### src/common/eccfi_params.svh
`ifndef ECCFI_PARAMS_SVH
`define ECCFI_PARAMS_SVH

// Register offsets on the peripheral register bus
`define ECCFI_OFS_CTRL 8'h00
`define ECCFI_OFS_ADDR 8'h04
`define ECCFI_OFS_MSTR 8'h08
`define ECCFI_OFS_ATTR 8'h0C
`define ECCFI_OFS_DATA 8'h10

// Control register field positions
`define ECCFI_POS_LSB 0
`define ECCFI_POS_MSB 6
`define ECCFI_BIT_DBL_ONCE 8
`define ECCFI_BIT_DBL_CONT 9
`define ECCFI_BIT_SGL_ONCE 10
`define ECCFI_BIT_SGL_CONT 11
`define ECCFI_CTRL_WMASK 16'h0F7F

// Reset values
`define ECCFI_CTRL_RST 16'h0000
`define ECCFI_CAP_RST 32'h0000_0000

// Error position ranges
`define ECCFI_POS_DATA_HI 7'h1F
`define ECCFI_POS_CHK_LO 7'h40
`define ECCFI_POS_CHK_HI 7'h46

// Code word layout: data in the low bits, check bits above
`define ECCFI_DATA_W 32
`define ECCFI_CHK_W 7
`define ECCFI_PARITY_BIT 32

`endif

### src/common/eccfi_pkg.sv
package eccfi_pkg;

    typedef struct packed {
        logic [6:0] check;
        logic [31:0] data;
    } eccfi_code_t;

    typedef struct packed {
        logic write;
        logic [2:0] size;
        logic [3:0] prot;
    } eccfi_attr_t;

    typedef struct packed {
        logic [31:0] addr;
        logic [3:0] master;
        eccfi_attr_t attr;
        logic [31:0] data;
    } eccfi_flash_evt_t;

endpackage

### src/rtl/eccfi_inject.sv
`include "eccfi_params.svh"

module eccfi_inject import eccfi_pkg::*; (
    input wire logic [6:0] error_position_i,
    input wire logic double_i,
    output logic [38:0] mask_o
);
    logic [38:0] sel;

    always_comb begin
        sel = 39'h0;
        if (error_position_i <= `ECCFI_POS_DATA_HI) begin
            sel[error_position_i[4:0]] = 1'b1;
        end else if (error_position_i >= `ECCFI_POS_CHK_LO &&
                     error_position_i <= `ECCFI_POS_CHK_HI) begin
            sel[`ECCFI_DATA_W + 32'(error_position_i[2:0])] = 1'b1;
        end
        // Check bit 0 is the overall parity; a double force at position 64 cancels itself
        mask_o = sel;
        if (double_i && sel != 39'h0) begin
            mask_o[`ECCFI_PARITY_BIT] = ~sel[`ECCFI_PARITY_BIT];
        end
    end

endmodule // eccfi_inject

### src/rtl/eccfi_top.sv
// Contract
// Continuous single force flips selected bit always
// One-shot single force flips first write only
// Flip applied after normal check bit encoding
// Continuous double force flips bit plus parity
// One-shot double force, first write only
// Software clears a force before setting again
// Single forces settable only with enable input
// Positions 0..31 select data bits
// Positions 64..70 select check bits 0..6
// Positions 32..63 and above 70 flip nothing
// Double force at position 64 flips nothing
// Software sets at most one force
// Corrupted word later raises an ECC event
// Enabled flash event loads capture, sets flag
// Capture registers read-only, writes ignored
// Address capture holds full faulting address
// Master capture holds four-bit master number
// Attributes record write direction
// Attributes record transfer size
// Attributes record four protection bits
// Flash events captured only when enabled
// One flag at a time, fixed priority
// Forces and position zero after reset
`include "eccfi_params.svh"

module eccfi_top import eccfi_pkg::*; (
    input wire logic ref_clk_i,
    input wire logic rst_i,
    input wire logic rb_sel_i,
    input wire logic rb_wr_i,
    input wire logic [7:0] rb_addr_i,
    input wire logic [31:0] rb_wdata_i,
    output logic [31:0] rb_rdata_o,
    output logic rb_rvalid_o,
    input wire logic single_bit_report_en_i,
    input wire logic flash_single_report_enable_i,
    input wire logic flash_uncorrectable_report_enable_i,
    input wire logic sram_wr_i,
    input wire eccfi_code_t sram_code_i,
    output logic sram_wr_o,
    output eccfi_code_t sram_code_o,
    input wire logic flash_single_evt_i,
    input wire logic flash_uncorr_evt_i,
    input wire eccfi_flash_evt_t flash_evt_i,
    input wire logic sram_single_evt_i,
    input wire logic sram_uncorr_evt_i,
    input wire logic [1:0] flash_flag_clear_i,
    output logic flash_single_corrected_flag_o,
    output logic flash_uncorrectable_flag_o
);

    // Control register and one-shot bookkeeping
    logic [15:0] ctrl_q;
    logic [15:0] ctrl_d;
    logic once_used_q;
    logic once_used_d;
    logic ctrl_wr;
    logic single_act;
    logic double_act;
    logic [6:0] error_position;
    logic [38:0] mask;
    logic [38:0] eff_mask;

    assign ctrl_wr = rb_sel_i && rb_wr_i && (rb_addr_i == `ECCFI_OFS_CTRL);
    assign error_position = ctrl_q[`ECCFI_POS_MSB:`ECCFI_POS_LSB];

    always_comb begin
        ctrl_d = ctrl_q;
        if (ctrl_wr) begin
            ctrl_d = rb_wdata_i[15:0] & `ECCFI_CTRL_WMASK;
            if (!single_bit_report_en_i) begin
                // A blocked write may still clear, but never set
                ctrl_d[`ECCFI_BIT_SGL_CONT] =
                    ctrl_d[`ECCFI_BIT_SGL_CONT] & ctrl_q[`ECCFI_BIT_SGL_CONT];
                ctrl_d[`ECCFI_BIT_SGL_ONCE] =
                    ctrl_d[`ECCFI_BIT_SGL_ONCE] & ctrl_q[`ECCFI_BIT_SGL_ONCE];
            end
        end
    end

    // Re-armed only by clearing both one-shot bits; a direct swap stays spent
    always_comb begin
        once_used_d = once_used_q;
        if (!ctrl_q[`ECCFI_BIT_SGL_ONCE] && !ctrl_q[`ECCFI_BIT_DBL_ONCE]) begin
            once_used_d = 1'b0;
        end else if (sram_wr_i) begin
            once_used_d = 1'b1;
        end
    end

    always_ff @(posedge ref_clk_i or posedge rst_i) begin
        if (rst_i) begin
            ctrl_q <= `ECCFI_CTRL_RST;
            once_used_q <= 1'b0;
        end else begin
            ctrl_q <= ctrl_d;
            once_used_q <= once_used_d;
        end
    end

    // Combinations of several forces are undefined; no arbitration spent on them
    assign single_act = ctrl_q[`ECCFI_BIT_SGL_CONT] ||
                        (ctrl_q[`ECCFI_BIT_SGL_ONCE] && !once_used_q);
    assign double_act = ctrl_q[`ECCFI_BIT_DBL_CONT] ||
                        (ctrl_q[`ECCFI_BIT_DBL_ONCE] && !once_used_q);

    eccfi_inject u_inject (
        .error_position_i(error_position),
        .double_i(double_act),
        .mask_o(mask)
    );

    assign eff_mask = (single_act || double_act) ? mask : 39'h0;

    // SRAM write path: one register stage after the encoder
    logic sram_wr_q;
    logic sram_wr_d;
    eccfi_code_t code_q;
    eccfi_code_t code_d;

    always_comb begin
        sram_wr_d = sram_wr_i;
        code_d = code_q;
        if (sram_wr_i) begin
            code_d = sram_code_i ^ eff_mask;
        end
    end

    always_ff @(posedge ref_clk_i or posedge rst_i) begin
        if (rst_i) begin
            sram_wr_q <= 1'b0;
            code_q <= 39'h0;
        end else begin
            sram_wr_q <= sram_wr_d;
            code_q <= code_d;
        end
    end

    assign sram_wr_o = sram_wr_q;
    assign sram_code_o = code_q;

    // Flash capture and status flags
    logic [31:0] cap_addr_q;
    logic [31:0] cap_addr_d;
    logic [3:0] cap_mstr_q;
    logic [3:0] cap_mstr_d;
    eccfi_attr_t cap_attr_q;
    eccfi_attr_t cap_attr_d;
    logic [31:0] cap_data_q;
    logic [31:0] cap_data_d;
    logic [1:0] flag_q;
    logic [1:0] flag_d;
    logic f1_en;
    logic fn_en;
    logic f1_win;
    logic fn_win;
    logic any_evt;

    assign f1_en = flash_single_evt_i && flash_single_report_enable_i;
    assign fn_en = flash_uncorr_evt_i && flash_uncorrectable_report_enable_i;
    assign f1_win = f1_en && !sram_single_evt_i;
    assign fn_win = fn_en && !sram_single_evt_i && !f1_en && !sram_uncorr_evt_i;
    assign any_evt = sram_single_evt_i || sram_uncorr_evt_i || f1_en || fn_en;

    always_comb begin
        cap_addr_d = cap_addr_q;
        cap_mstr_d = cap_mstr_q;
        cap_attr_d = cap_attr_q;
        cap_data_d = cap_data_q;
        // Newest event replaces older flags; set beats a same-cycle clear
        flag_d = flag_q & ~flash_flag_clear_i;
        if (any_evt) begin
            flag_d = {fn_win, f1_win};
        end
        if (f1_win || fn_win) begin
            cap_addr_d = flash_evt_i.addr;
            cap_mstr_d = flash_evt_i.master;
            cap_attr_d.write = flash_evt_i.attr.write;
            cap_attr_d.size = flash_evt_i.attr.size;
            cap_attr_d.prot = flash_evt_i.attr.prot;
            cap_data_d = flash_evt_i.data;
        end
    end

    always_ff @(posedge ref_clk_i or posedge rst_i) begin
        if (rst_i) begin
            cap_addr_q <= `ECCFI_CAP_RST;
            cap_mstr_q <= 4'h0;
            cap_attr_q <= 8'h00;
            cap_data_q <= `ECCFI_CAP_RST;
            flag_q <= 2'h0;
        end else begin
            cap_addr_q <= cap_addr_d;
            cap_mstr_q <= cap_mstr_d;
            cap_attr_q <= cap_attr_d;
            cap_data_q <= cap_data_d;
            flag_q <= flag_d;
        end
    end

    assign flash_single_corrected_flag_o = flag_q[0];
    assign flash_uncorrectable_flag_o = flag_q[1];

    // Register read port; writes to capture registers have no path in
    logic [31:0] rdata_q;
    logic [31:0] rdata_d;
    logic rvalid_q;
    logic rvalid_d;
    logic rb_rd;

    assign rb_rd = rb_sel_i && !rb_wr_i;

    always_comb begin
        rvalid_d = rb_rd;
        rdata_d = rdata_q;
        if (rb_rd) begin
            case (rb_addr_i)
                `ECCFI_OFS_CTRL: rdata_d = {16'h0000, ctrl_q};
                `ECCFI_OFS_ADDR: rdata_d = cap_addr_q;
                `ECCFI_OFS_MSTR: rdata_d = {28'h0000000, cap_mstr_q};
                `ECCFI_OFS_ATTR: rdata_d = {24'h000000, cap_attr_q};
                `ECCFI_OFS_DATA: rdata_d = cap_data_q;
                default: rdata_d = 32'h0000_0000;
            endcase
        end
    end

    always_ff @(posedge ref_clk_i or posedge rst_i) begin
        if (rst_i) begin
            rdata_q <= 32'h0000_0000;
            rvalid_q <= 1'b0;
        end else begin
            rdata_q <= rdata_d;
            rvalid_q <= rvalid_d;
        end
    end

    assign rb_rdata_o = rdata_q;
    assign rb_rvalid_o = rvalid_q;

    // Checks
    logic [38:0] diff;
    logic [38:0] code_in_q;
    logic ctrl_only_sgl_cont;
    logic ctrl_no_force;

    // Input word one cycle back, lined up with the registered output
    always_ff @(posedge ref_clk_i or posedge rst_i) begin
        if (rst_i) begin
            code_in_q <= 39'h0;
        end else begin
            code_in_q <= sram_code_i;
        end
    end

    assign diff = sram_code_o ^ code_in_q;
    assign ctrl_only_sgl_cont = ctrl_q[11:8] == 4'h8;
    assign ctrl_no_force = ctrl_q[11:8] == 4'h0;

    property p_sgl_data;
        @(posedge ref_clk_i) disable iff (rst_i)
        sram_wr_i && ctrl_only_sgl_cont && error_position <= 7'h1F
        |=> diff == (39'h1 << $past(error_position));
    endproperty
    a_sgl_data: assert property (p_sgl_data)
        else $error("continuous single force flipped wrong data bit");

    property p_sgl_check;
        @(posedge ref_clk_i) disable iff (rst_i)
        sram_wr_i && ctrl_only_sgl_cont &&
        error_position >= 7'h40 && error_position <= 7'h46
        |=> diff == (39'h1 << (7'd32 + $past(error_position) - 7'h40));
    endproperty
    a_sgl_check: assert property (p_sgl_check)
        else $error("check bit position mapping wrong");

    property p_once_spent;
        @(posedge ref_clk_i) disable iff (rst_i)
        sram_wr_i && once_used_q && ctrl_q[11:8] == 4'h4 |=> diff == 39'h0;
    endproperty
    a_once_spent: assert property (p_once_spent)
        else $error("one-shot force flipped a second write");

    property p_once_first;
        @(posedge ref_clk_i) disable iff (rst_i)
        sram_wr_i && !once_used_q && ctrl_q[11:8] == 4'h1 &&
        error_position <= 7'h1F
        |=> $countones(diff) == 2 && diff[32] ##1 once_used_q;
    endproperty
    a_once_first: assert property (p_once_first)
        else $error("one-shot double force not applied to first write");

    property p_dbl_cont;
        @(posedge ref_clk_i) disable iff (rst_i)
        sram_wr_i && ctrl_q[11:8] == 4'h2 &&
        error_position >= 7'h41 && error_position <= 7'h46
        |=> $countones(diff) == 2;
    endproperty
    a_dbl_cont: assert property (p_dbl_cont)
        else $error("continuous double force did not flip two bits");

    property p_dbl_64;
        @(posedge ref_clk_i) disable iff (rst_i)
        sram_wr_i && double_act && error_position == 7'h40 |=> diff == 39'h0;
    endproperty
    a_dbl_64: assert property (p_dbl_64)
        else $error("double force at position 64 flipped bits");

    property p_bad_pos;
        @(posedge ref_clk_i) disable iff (rst_i)
        sram_wr_i && ((error_position > 7'h1F && error_position < 7'h40) ||
                      error_position > 7'h46)
        |=> diff == 39'h0;
    endproperty
    a_bad_pos: assert property (p_bad_pos)
        else $error("unused position produced an inversion");

    property p_idle;
        @(posedge ref_clk_i) disable iff (rst_i)
        sram_wr_i && ctrl_no_force |=> diff == 39'h0 && sram_wr_o;
    endproperty
    a_idle: assert property (p_idle)
        else $error("write altered with no force set");

    property p_sgl_gate;
        @(posedge ref_clk_i) disable iff (rst_i)
        !single_bit_report_en_i |=> !$rose(ctrl_q[11]) && !$rose(ctrl_q[10]);
    endproperty
    a_sgl_gate: assert property (p_sgl_gate)
        else $error("single force set while enable low");

    property p_capture;
        @(posedge ref_clk_i) disable iff (rst_i)
        f1_en && !sram_single_evt_i
        |=> flash_single_corrected_flag_o && !flash_uncorrectable_flag_o &&
            cap_addr_q == $past(flash_evt_i.addr) &&
            cap_mstr_q == $past(flash_evt_i.master);
    endproperty
    a_capture: assert property (p_capture)
        else $error("flash event not captured");

    property p_disabled;
        @(posedge ref_clk_i) disable iff (rst_i)
        !any_evt |=> $stable(cap_addr_q) && $stable(cap_attr_q) && !$rose(flag_q[1]);
    endproperty
    a_disabled: assert property (p_disabled)
        else $error("capture changed without enabled event");

    property p_one_flag;
        @(posedge ref_clk_i) disable iff (rst_i)
        fn_en && (sram_single_evt_i || f1_en || sram_uncorr_evt_i)
        |=> !flash_uncorrectable_flag_o ##1 $onehot0(flag_q);
    endproperty
    a_one_flag: assert property (p_one_flag)
        else $error("lower priority flash flag won");

endmodule // eccfi_top

### config.mk
export PLATFORM = sky130hd
export DESIGN_NAME = eccfi_top
export DESIGN_NICKNAME = d
export VERILOG_FILES = /design/src/common/eccfi_pkg.sv /design/src/rtl/eccfi_inject.sv /design/src/rtl/eccfi_top.sv
export VERILOG_INCLUDE_DIRS = /design/src /design/src/common
export SDC_FILE = /design/constraint.sdc
export NUM_CORES = 1
export LEC_CHECK = 0
export BUFFER_PORTS_ARGS = -buffer_cell sky130_fd_sc_hd__buf_4
export CAP_MARGIN = 30
export CELL_PAD_IN_SITES_DETAIL_PLACEMENT = 1
export CELL_PAD_IN_SITES_GLOBAL_PLACEMENT = 2
export CORE_ASPECT_RATIO = 0.5
export CORE_MARGIN = 8
export CORE_UTILIZATION = 26
export CTS_CLUSTER_DIAMETER = 100
export DETAILED_ROUTE_END_ITERATION = 8
export GPL_ROUTABILITY_DRIVEN = 0
export PLACE_DENSITY_LB_ADDON = 0.08
export SLEW_MARGIN = 20
export SYNTH_ARGS = -nofsm -noshare
export SYNTH_HDL_FRONTEND = slang
export SYNTH_SLANG_ARGS = --single-unit
### constraint.sdc
create_clock -name ref_clk_i -period 5.27 [get_ports ref_clk_i]
set_clock_uncertainty 0.2 [all_clocks]
set_input_delay 0.2635 -clock ref_clk_i [delete_from_list [all_inputs] [get_ports ref_clk_i]]
set_output_delay 0.2635 -clock ref_clk_i [all_outputs]
set_load 0.005 [all_outputs]
==> flow_metrics.py, run 1 <==
metrics = {
    "run_status": {
        "status": "completed",
    },
    "sta": {
        "fmax_mhz": 366,
        "totalNegativeSetupSlack_ps": 0,
        "worst_slew_pin_slew_ps": 847,
        "maxSlewViolCount": 0,
        "hold_viol_final": 0,
        "relSlewSlack_pct": 43.5,
        "period_minus_slack_ps": 2740,
        "fin_crit_sh_pct": 51.9,
        "setup_viol_count_final": 0,
        "rsz0062_at_grt": "no",
    },
    "logic_synthesis": {
        "yosysWarnings": 0,
        "syn_nets": 809,
        "seq_area_frac_synth_pct": 56.0,
        "synth_adder_area_share_pct": 0,
        "yosysUniqueCellTypes": 47,
        "muxShareOfSynthArea_pct": 14.9,
        "synth-xor-area-share_pct": 4.57,
        "syn_inst": 640,
        "synth_ff_type": "dfrtp_1",
        "synth_top_family_by_area": "multiplexers",
        "synth-edff-count": 0,
        "ys_ff_latch": 163,
        "synthArstFlopShare_pct": 100,
        "synth_compound_gate_area_share_pct": 10.8,
        "synthesis.area_um2": 7280,
        "syn_avg_cell_area_um2": 11.4,
        "synthSimpleGateAreaFrac_pct": 10.7,
    },
    "worst_setup_path": {
        "cp.depth": 7,
        "path_cells": "buf_4 > or4_4 > nor4b_4 > and3_1 > a21oi_1 > a21oi_1 > dlygate4sd3_1",
        "cpMaxStageDelayCell": "and3_1",
        "max_stage_delay_ps": 660,
        "cp.arrival_ps": 2910,
        "crit_top_cell": "a21oi_1",
        "critPathMaxFanout": 14,
        "rr_startpoint": "ctrl_q[0]",
        "path_buf_inv": 2,
        "required_ps": 5440,
        "start_kind": "primary input",
        "reg2reg_depth": 5,
        "timing.rr.end": "sram_code_o[6]",
        "worst-r2r-setup-slack_ps": 2820,
        "endpoint_kind": "flop",
        "crit_type": "in -> reg",
        "cpLargestDelayFamily": "simple AND/OR/NAND/NOR gates",
    },
    "die": {
        "die_h_um": 134,
        "die-area_um2": 33900,
        "io-pin-count": 244,
        "core_um2": 27600,
        "die_w_um": 253,
        "row_count": 43,
        "start_util_pct": 26.4,
    },
    "finish": {
        "nFillCells": 3024,
        "area_delta_synth_final_pct": 54.4,
        "fin_area_um2": 11200,
        "final_common_cell": "buf_4",
        "layout_common_cells": "buf_4 (224), dfrtp_1 (163), dlygate4sd3_1 (134)",
        "final_cells": 1372,
        "n_antenna_cell": 0,
        "fin_nets": 1146,
        "final_core_util_pct": 40.7,
        "drive_above_1_share_pct": 35.9,
    },
    "pwr": {
        "total_power_w": 0.00327,
        "ir_drop_v": 0.000227,
        "leakage_nw": 4.84,
        "powerDensity_nw_per_um2": 291,
    },
    "hold_path": {
        "hp-class": "in -> reg",
        "min_to": "rb_rdata_o[4]",
        "hold_start": "rb_addr_i[5]",
        "holdPathStages": 4,
    },
    "clock_network": {
        "cts_setup_buffers": 0,
        "clkSlewWorstSetupHoldPaths_ps": 70,
        "post_cts_resized": 0,
        "cts.path.max_buffers": 2,
        "cts_max_level": 4,
        "clock-sinks": 163,
        "clock_latency_ps": 440,
        "cts_root_buf": "clkbuf_16",
        "cts_tree": "built",
        "cts_buffers": 17,
    },
    "placement": {
        "dp_hpwl_um": 16700,
        "dpl_cell_area_um2": 9310,
        "portBuffers": 222,
        "placed_cells": 1206,
    },
    "detailed_routing": {
        "wirelength_um": 24600,
        "drt_iter0_markers": 265,
        "ant_nets": 0,
        "wl_per_cell_um": 17.9,
        "vias": 6125,
        "vias_per_cell": 4.46,
        "drc": 0,
        "drtPass1Iterations": 4,
    },
    "global_route": {
        "grt_max_degree": 86,
        "grt_pass1_vias": 6703,
        "overflow": 0,
        "grt_pass1_wl_um": 39000,
        "grt_antenna_before_repair": 0,
        "grt_util_all_layers_pct": 14.8,
    },
    "flow_run": {
        "max_cap_viol_count": 0,
    },
}
[worst min-delay path, cell delays in order]
cell	delay, ps
buf_4	100
nor4b_4	70
a22oi_1	170
o21ai_0	90
[worst max-delay path by stage]
stage	endpoint	startpoint	slack (ps)
2_1_floorplan	cap_addr_q[0]	rst_i	400
3_3_place_gp	rb_rdata_o[13]	rb_addr_i[7]	2220
3_5_place_dp	ctrl_q[9]	rb_addr_i[7]	2430
4_1_cts	ctrl_q[10]	rb_addr_i[7]	2540
5_1_grt	ctrl_q[10]	rb_addr_i[7]	2400
6_report	ctrl_q[11]	rb_addr_i[7]	2530
[metrics by stage]
| stage | hold WS, ps | setup WS (ps) |
|---|---|---|
| after floorplan | 94.9 | 402 |
| after global placement | 248 | 2220 |
| after detailed placement | 244 | 2430 |
| after CTS | 80.9 | 2540 |
| after global routing | 105 | 2400 |
| final | 103 | 2530 |
[repair_timing]
item | CTS | global route
endpoints found under the hold margin | 206 | 0
hold buffers | 134 | 0
setup endpoints to repair | 0 | 0
[flip-flops by register name, summed over array words and instances, names as in the netlist]
| register | flops |
|---|---|
| cap_attr_q | 8 |
| sram_code_o | 39 |
| cap_addr_q | 32 |
| flag_q | 2 |
| rb_rdata_o | 32 |
| ctrl_q | 11 |
| sram_wr_o | 1 |
| rb_rvalid_o | 1 |
| cap_data_q | 32 |
| once_used_q | 1 |
| cap_mstr_q | 4 |
[cells in the mapped netlist (4+ instances only)]
| cell | instances | area (um^2) |
|---|---|---|
| a21oi_1 | 46 | 230 |
| o21ai_0 | 33 | 165 |
| inv_1 | 6 | 22.5 |
| a22oi_1 | 27 | 203 |
| mux2i_1 | 12 | 120 |
| a221oi_1 | 4 | 35.0 |
| o22ai_1 | 4 | 25.0 |
| buf_2 | 10 | 50.1 |
| mux2_2 | 80 | 901 |
| nand2_1 | 38 | 143 |
| nand2b_1 | 6 | 37.5 |
| a22o_1 | 4 | 35.0 |
| clkbuf_1 | 29 | 109 |
| dfrtp_1 | 163 | 4080 |
| nor4_1 | 8 | 50.1 |
| or2_2 | 4 | 25.0 |
| nor3_1 | 22 | 110 |
| nor2_1 | 67 | 251 |
| nor2b_1 | 4 | 25.0 |
| mux2_4 | 4 | 60.1 |
| xnor2_1 | 38 | 333 |
[cell families after synthesis]
family / after synthesis
DFF: 163
muxes: 96
buffers and inverters: 49
and+or+nand+nor: 165
xor gates and xnor gates: 38
AOI/OAI and AO/OA: 129
[metal layers]
metal	vias up	part of all wire, %	track usage, %
met5	-	0	0
met4	0	1.2	3.39
met3	17	4.1	4.27
met1	3074	43	18.0
met2	99	52	25.8
li1	2935	-	-
[where the power goes]
group	leakage, nW	internal (W)	switching [W]
registers	1.98	0.00140	0.0000835
clock network	0.275	0.000704	0.000559
logic	2.59	0.000318	0.000201
[final cells by class]
cell class | count | area, um^2 | area share [%]
clock buffer | 18 | 429 | 3.82
clock inverter | 14 | 155 | 1.38
inverter | 6 | 27.5 | 0.245
multi-input combinational | 428 | 2990 | 26.6
sequential | 163 | 4080 | 36.3
tap | 382 | 478 | 4.25
timing repair buffer | 361 | 3090 | 27.5
Note: power is estimated with default switching activity, not from simulation.
==> run 2: changes to the inputs <==
- clock period: 5.27 -> 2.45 ns (I/O delays scaled with it)
==> run 2 against run 1 <==
Total power is 120% higher. Count of clock-buffer cells in the layout is 2 higher. Register-to-register slack worse by 2600 ps. Global-route usage is 0.38 points higher. Hold slack worse by 65 ps. Critical path depth is 3 higher. Critical path type unchanged. Critical endpoint is now ctrl_q[10]. Highest routed layer unchanged.
==> flow_metrics.py, run 2 (same netlist as run 1, synthesis figures left out) <==
metrics = {
    "run_status": {
        "status": "completed",
    },
    "clock_network": {
        "clock-sinks": 163,
        "cts_max_level": 4,
        "cts_root_buf": "clkbuf_16",
        "cts.path.max_buffers": 2,
        "cts_tree": "built",
        "cts_buffers": 17,
        "clock_latency_ps": 440,
        "clkSlewWorstSetupHoldPaths_ps": 70,
    },
    "pwr": {
        "leakage_nw": 4.99,
        "powerDensity_nw_per_um2": 628,
        "total_power_w": 0.00723,
        "ir_drop_v": 0.000462,
    },
    "worst_setup_path": {
        "cp.arrival_ps": 2410,
        "crit_type": "in -> reg",
        "required_ps": 2630,
        "startpoint": "rb_addr_i[4]",
        "endpoint_kind": "flop",
        "rr_startpoint": "ctrl_q[5]",
        "start_kind": "primary input",
        "critPathMaxFanout": 11,
        "reg2reg_depth": 5,
    },
    "finish": {
        "final_core_util_pct": 41.7,
        "layout_common_cells": "buf_4 (241), dfrtp_1 (163), dlygate4sd3_1 (138)",
        "fin_nets": 1171,
        "largest_reg_flops": 39,
        "final_common_cell": "buf_4",
        "nFillCells": 3021,
        "multi_input_area_um2": 2980,
        "drive_above_1_share_pct": 36.7,
        "register_area_um2": 4080,
        "area_delta_synth_final_pct": 58.2,
    },
    "detailed_routing": {
        "drc": 0,
        "drtPass1Iterations": 4,
        "vias": 6200,
        "drt_iter0_markers": 222,
        "vias_per_cell": 4.43,
        "wirelength_um": 25100,
        "wl_per_cell_um": 18.0,
        "ant_nets": 0,
    },
    "sta": {
        "period_minus_slack_ps": 2230,
        "fmax_mhz": 448,
        "fin_crit_sh_pct": 91.2,
        "relSlewSlack_pct": 45.4,
        "setup_viol_count_final": 0,
        "hold_viol_final": 0,
        "totalNegativeSetupSlack_ps": 0,
        "rsz0062_at_grt": "no",
        "worst_slew_pin_slew_ps": 818,
        "maxSlewViolCount": 0,
        "setup_ws_ps": 217,
    },
    "hold_path": {
        "hold_start": "rb_addr_i[3]",
        "holdPathStages": 3,
        "hp-class": "in -> reg",
    },
    "die": {
        "start_util_pct": 26.4,
        "die_h_um": 134,
        "io-pin-count": 244,
        "die-area_um2": 33900,
        "core_um2": 27600,
        "row_count": 43,
        "die_w_um": 253,
    },
    "global_route": {
        "grt_util_all_layers_pct": 15.2,
        "grt_pass1_wl_um": 40200,
        "grt_antenna_before_repair": 1,
        "grt_max_degree": 91,
        "overflow": 0,
        "grt_pass1_vias": 6978,
    },
    "placement": {
        "portBuffers": 222,
        "dp_hpwl_um": 17300,
        "dp_slack_ps": 259,
    },
    "flow_run": {
        "max_cap_viol_count": 0,
    },
}
[run 2: power by group]
| part | internal (W) | leakage, nW | switching, W | total, W |
|---|---|---|---|---|
| registers | 0.00301 | 1.98 | 0.000174 | 0.00319 |
| logic | 0.000706 | 2.72 | 0.000446 | 0.00115 |
| clock network | 0.00173 | 0.292 | 0.00115 | 0.00289 |
[run 2: area by class of cell]
cell class,instances,area share [%]
inverters,6,0.228
repair buffers,386,28.8
multi-input cells,428,25.9
clock buffers,20,3.88
flip-flops and latches,163,35.4
diodes,1,0.0217
clock inverters,12,1.58
well taps,382,4.15
[run 2: final timing paths]
path	slack [ps]	to
worst max-delay path	220	ctrl_q[10]
worst min-delay path	40	rb_rdata_o[11]
worst max register to register	270	sram_code_o[4]
worst min register to register	280	rb_rdata_o[7]
max in group asynchronous	780	cap_addr_q[21]
min in group asynchronous	540	sram_code_o[27]
[run 2: per-stage QoR]
step                hold WS (ps)  instance area [um^2]  instances
floorplan                  -46.1                  7280        640
global placement            -158                  9480       1224
detailed placement          -159                  9480       1224
CTS                         36.1                 11500       1394
global route                67.1                 11500       1398
finish                      38.9                 11500       1398
[run 2: routing by layer]
layer	vias up	part of all wire [%]	track usage, %
li1	2975	-	-
met1	3097	43	18.1
met2	98	52	26.9
met3	30	3.1	3.17
met4	0	1.9	5.34
met5	-	0	0
[run 2: what timing repair did]
item / in CTS / in global routing
hold buffers: 138 / 0
hold endpoints to repair: 301 / 0
setup buffers: 0 / 3
gates resized for setup: 0 / 1
endpoints found under the setup margin: 0 / 2
[run 2: worst max-delay path: stages]
cell and delay, ps:
dlygate4sd3_1 540, buf_4 180, nor2_1 150, nor4b_4 250, and3_1 220, buf_6 110
buf_4 110, a21oi_1 60, a21oi_1 110, dlygate4sd3_1 560
==> run 3: changes to the inputs <==
- CORE_UTILIZATION: 26 -> 28
- SETUP_SLACK_MARGIN: default -> 0.5
==> run 3 against run 2 <==
Total power fell by 2.1%. Non-clock buffer count rose by 12. Die area fell by 6.5%. Largest cell class unchanged. Clock power fell by 7.3%. Maximum frequency rose by 8.8%.
==> flow_metrics.py, run 3 (same netlist as run 1, synthesis figures left out) <==
metrics = {
    "sta": {
        "hold_viol_final": 0,
        "totalNegativeSetupSlack_ps": 0,
        "relSlewSlack_pct": 67.7,
        "worst_slew_pin_slew_ps": 484,
        "maxSlewViolCount": 0,
        "period_minus_slack_ps": 2050,
        "fmax_mhz": 487,
        "fin_crit_sh_pct": 83.8,
        "setup_viol_count_final": 0,
        "rsz0062_at_grt": "yes",
    },
    "clock_network": {
        "cts_buffers": 17,
        "cts_tree": "built",
        "clock-sinks": 163,
        "cts.path.max_buffers": 2,
        "cts_root_buf": "clkbuf_16",
        "cts_max_level": 4,
        "clock_latency_ps": 440,
        "clkSlewWorstSetupHoldPaths_ps": 70,
    },
    "pwr": {
        "leakage_nw": 5.13,
        "powerDensity_nw_per_um2": 595,
        "ir_drop_v": 0.000372,
        "total_power_w": 0.00707,
    },
    "global_route": {
        "grt_pass1_vias": 6972,
        "grt_pass1_wl_um": 38900,
        "grt_antenna_before_repair": 0,
        "grt_util_all_layers_pct": 15.6,
        "overflow": 0,
        "grt_max_degree": 77,
    },
    "finish": {
        "layout_common_cells": "buf_4 (250), dfrtp_1 (159), dlygate4sd3_1 (138)",
        "fin_area_um2": 11900,
        "final_common_cell": "buf_4",
        "nFillCells": 2740,
        "area_delta_synth_final_pct": 63.3,
        "drive_above_1_share_pct": 42.6,
        "fin_nets": 1183,
        "largest_reg_flops": 39,
    },
    "die": {
        "die_w_um": 244,
        "start_util_pct": 28.7,
        "die_h_um": 130,
        "die-area_um2": 31700,
        "row_count": 41,
        "io-pin-count": 244,
        "core_um2": 25400,
    },
    "hold_path": {
        "hp-class": "in -> reg",
        "min_to": "ctrl_q[1]",
        "hold_start": "rb_wr_i",
        "holdPathStages": 4,
    },
    "worst_setup_path": {
        "crit_type": "reg -> reg",
        "cp.arrival_ps": 2170,
        "endpoint_kind": "flop",
        "path_cells": "buf_6 > or4b_4 > nor2_4 > a21oi_2 > o21a_1 > o31a_1",
        "reg2reg_depth": 6,
        "cpMaxStageDelayCell": "or4b_4",
        "critPathMaxFanout": 5,
        "max_stage_delay_ps": 550,
        "required_ps": 2570,
        "rr_startpoint": "ctrl_q[5]",
        "start_kind": "flop",
        "worst-r2r-setup-slack_ps": 400,
        "timing.rr.end": "sram_code_o[32]",
    },
    "detailed_routing": {
        "wirelength_um": 24800,
        "vias": 6240,
        "ant_nets": 0,
        "drtPass1Iterations": 4,
        "wl_per_cell_um": 18.1,
        "drc": 0,
        "vias_per_cell": 4.55,
        "drt_iter0_markers": 215,
    },
    "placement": {
        "portBuffers": 222,
        "dp_hpwl_um": 16900,
        "dpl_cell_area_um2": 9460,
    },
    "flow_run": {
        "max_cap_viol_count": 0,
    },
    "run_status": {
        "status": "completed",
    },
}
run 3: changes by cell type in the layout (fill, tap and decap cells not counted), sizes merged:
cell,previous run,this run
clkinv,4,7
inv,5,8
bufinv,4,1
clkinvlp,5,2
buf,248,260
run 3: what timing repair did:
action                                  4_1_cts  5_1_grt
hold buffers                                139        0
pin swaps                                     2       12
resized for setup                            16       52
endpoints found under the hold margin       302        0
buffers inserted                              3       10
endpoints found under the setup margin       32       44
run 3: through the flow:
step	setup WS [ps]	std cells	utilization (%)	hold slack, ps
final	397	1372	46.8	38.8
after global routing	340	1371	46.8	95.3
after CTS	411	1361	45.4	44.8
after detailed placement	318	1187	37.3	-20.1
after global placement	335	1187	37.3	-33.3
after floorplan	56.7	640	-	-46.1
run 3: power breakdown:
group	internal (W)	switching [W]
clock network	0.00150	0.00119
logic	0.000732	0.000467
registers	0.00301	0.000175
total	0.00524	0.00183
run 3: how the worst max path moves through the flow:
stage          cells after the start    startpoint         endpoint  slack (ps)
2_1_floorplan                      1         rst_i    cap_addr_q[0]          60
3_3_place_gp                       6  rb_addr_i[7]        ctrl_q[3]         330
3_5_place_dp                       5     ctrl_q[5]  sram_code_o[14]         320
4_1_cts                            5     ctrl_q[5]   sram_code_o[6]         410
5_1_grt                            6     ctrl_q[5]  sram_code_o[32]         340
6_report                           6     ctrl_q[5]  sram_code_o[32]         400
run 3: critical path: cells and delay by family, from the launching register on:
family / cells / cell delay (ps)
buffers and inverters: 1 / 130
flip-flops: 1 / 450
AND/OR/NAND/NOR: 2 / 680
AO/OA/AOI/OAI: 3 / 470
run 3: routing by layer:
layer	vias to the layer above	GRT usage [%]	routed length, um
met2	101	27.9	13000
met4	0	5.16	329
met3	21	3.86	1020
met1	3119	18.5	10400
li1	2999	-	-
met5	-	0	0
run 3: layout make-up:
cell class | instances | area, um^2 | share of cell area [%]
timing repair buffer | 398 | 3430 | 28.9
antenna | 1 | 2.50 | 0.0211
clock buffer | 20 | 467 | 3.93
clock inverter | 12 | 121 | 1.02
tap | 344 | 430 | 3.62
sequential | 163 | 4080 | 34.4
inverter | 6 | 26.3 | 0.221
multi-input combinational | 428 | 3320 | 27.9
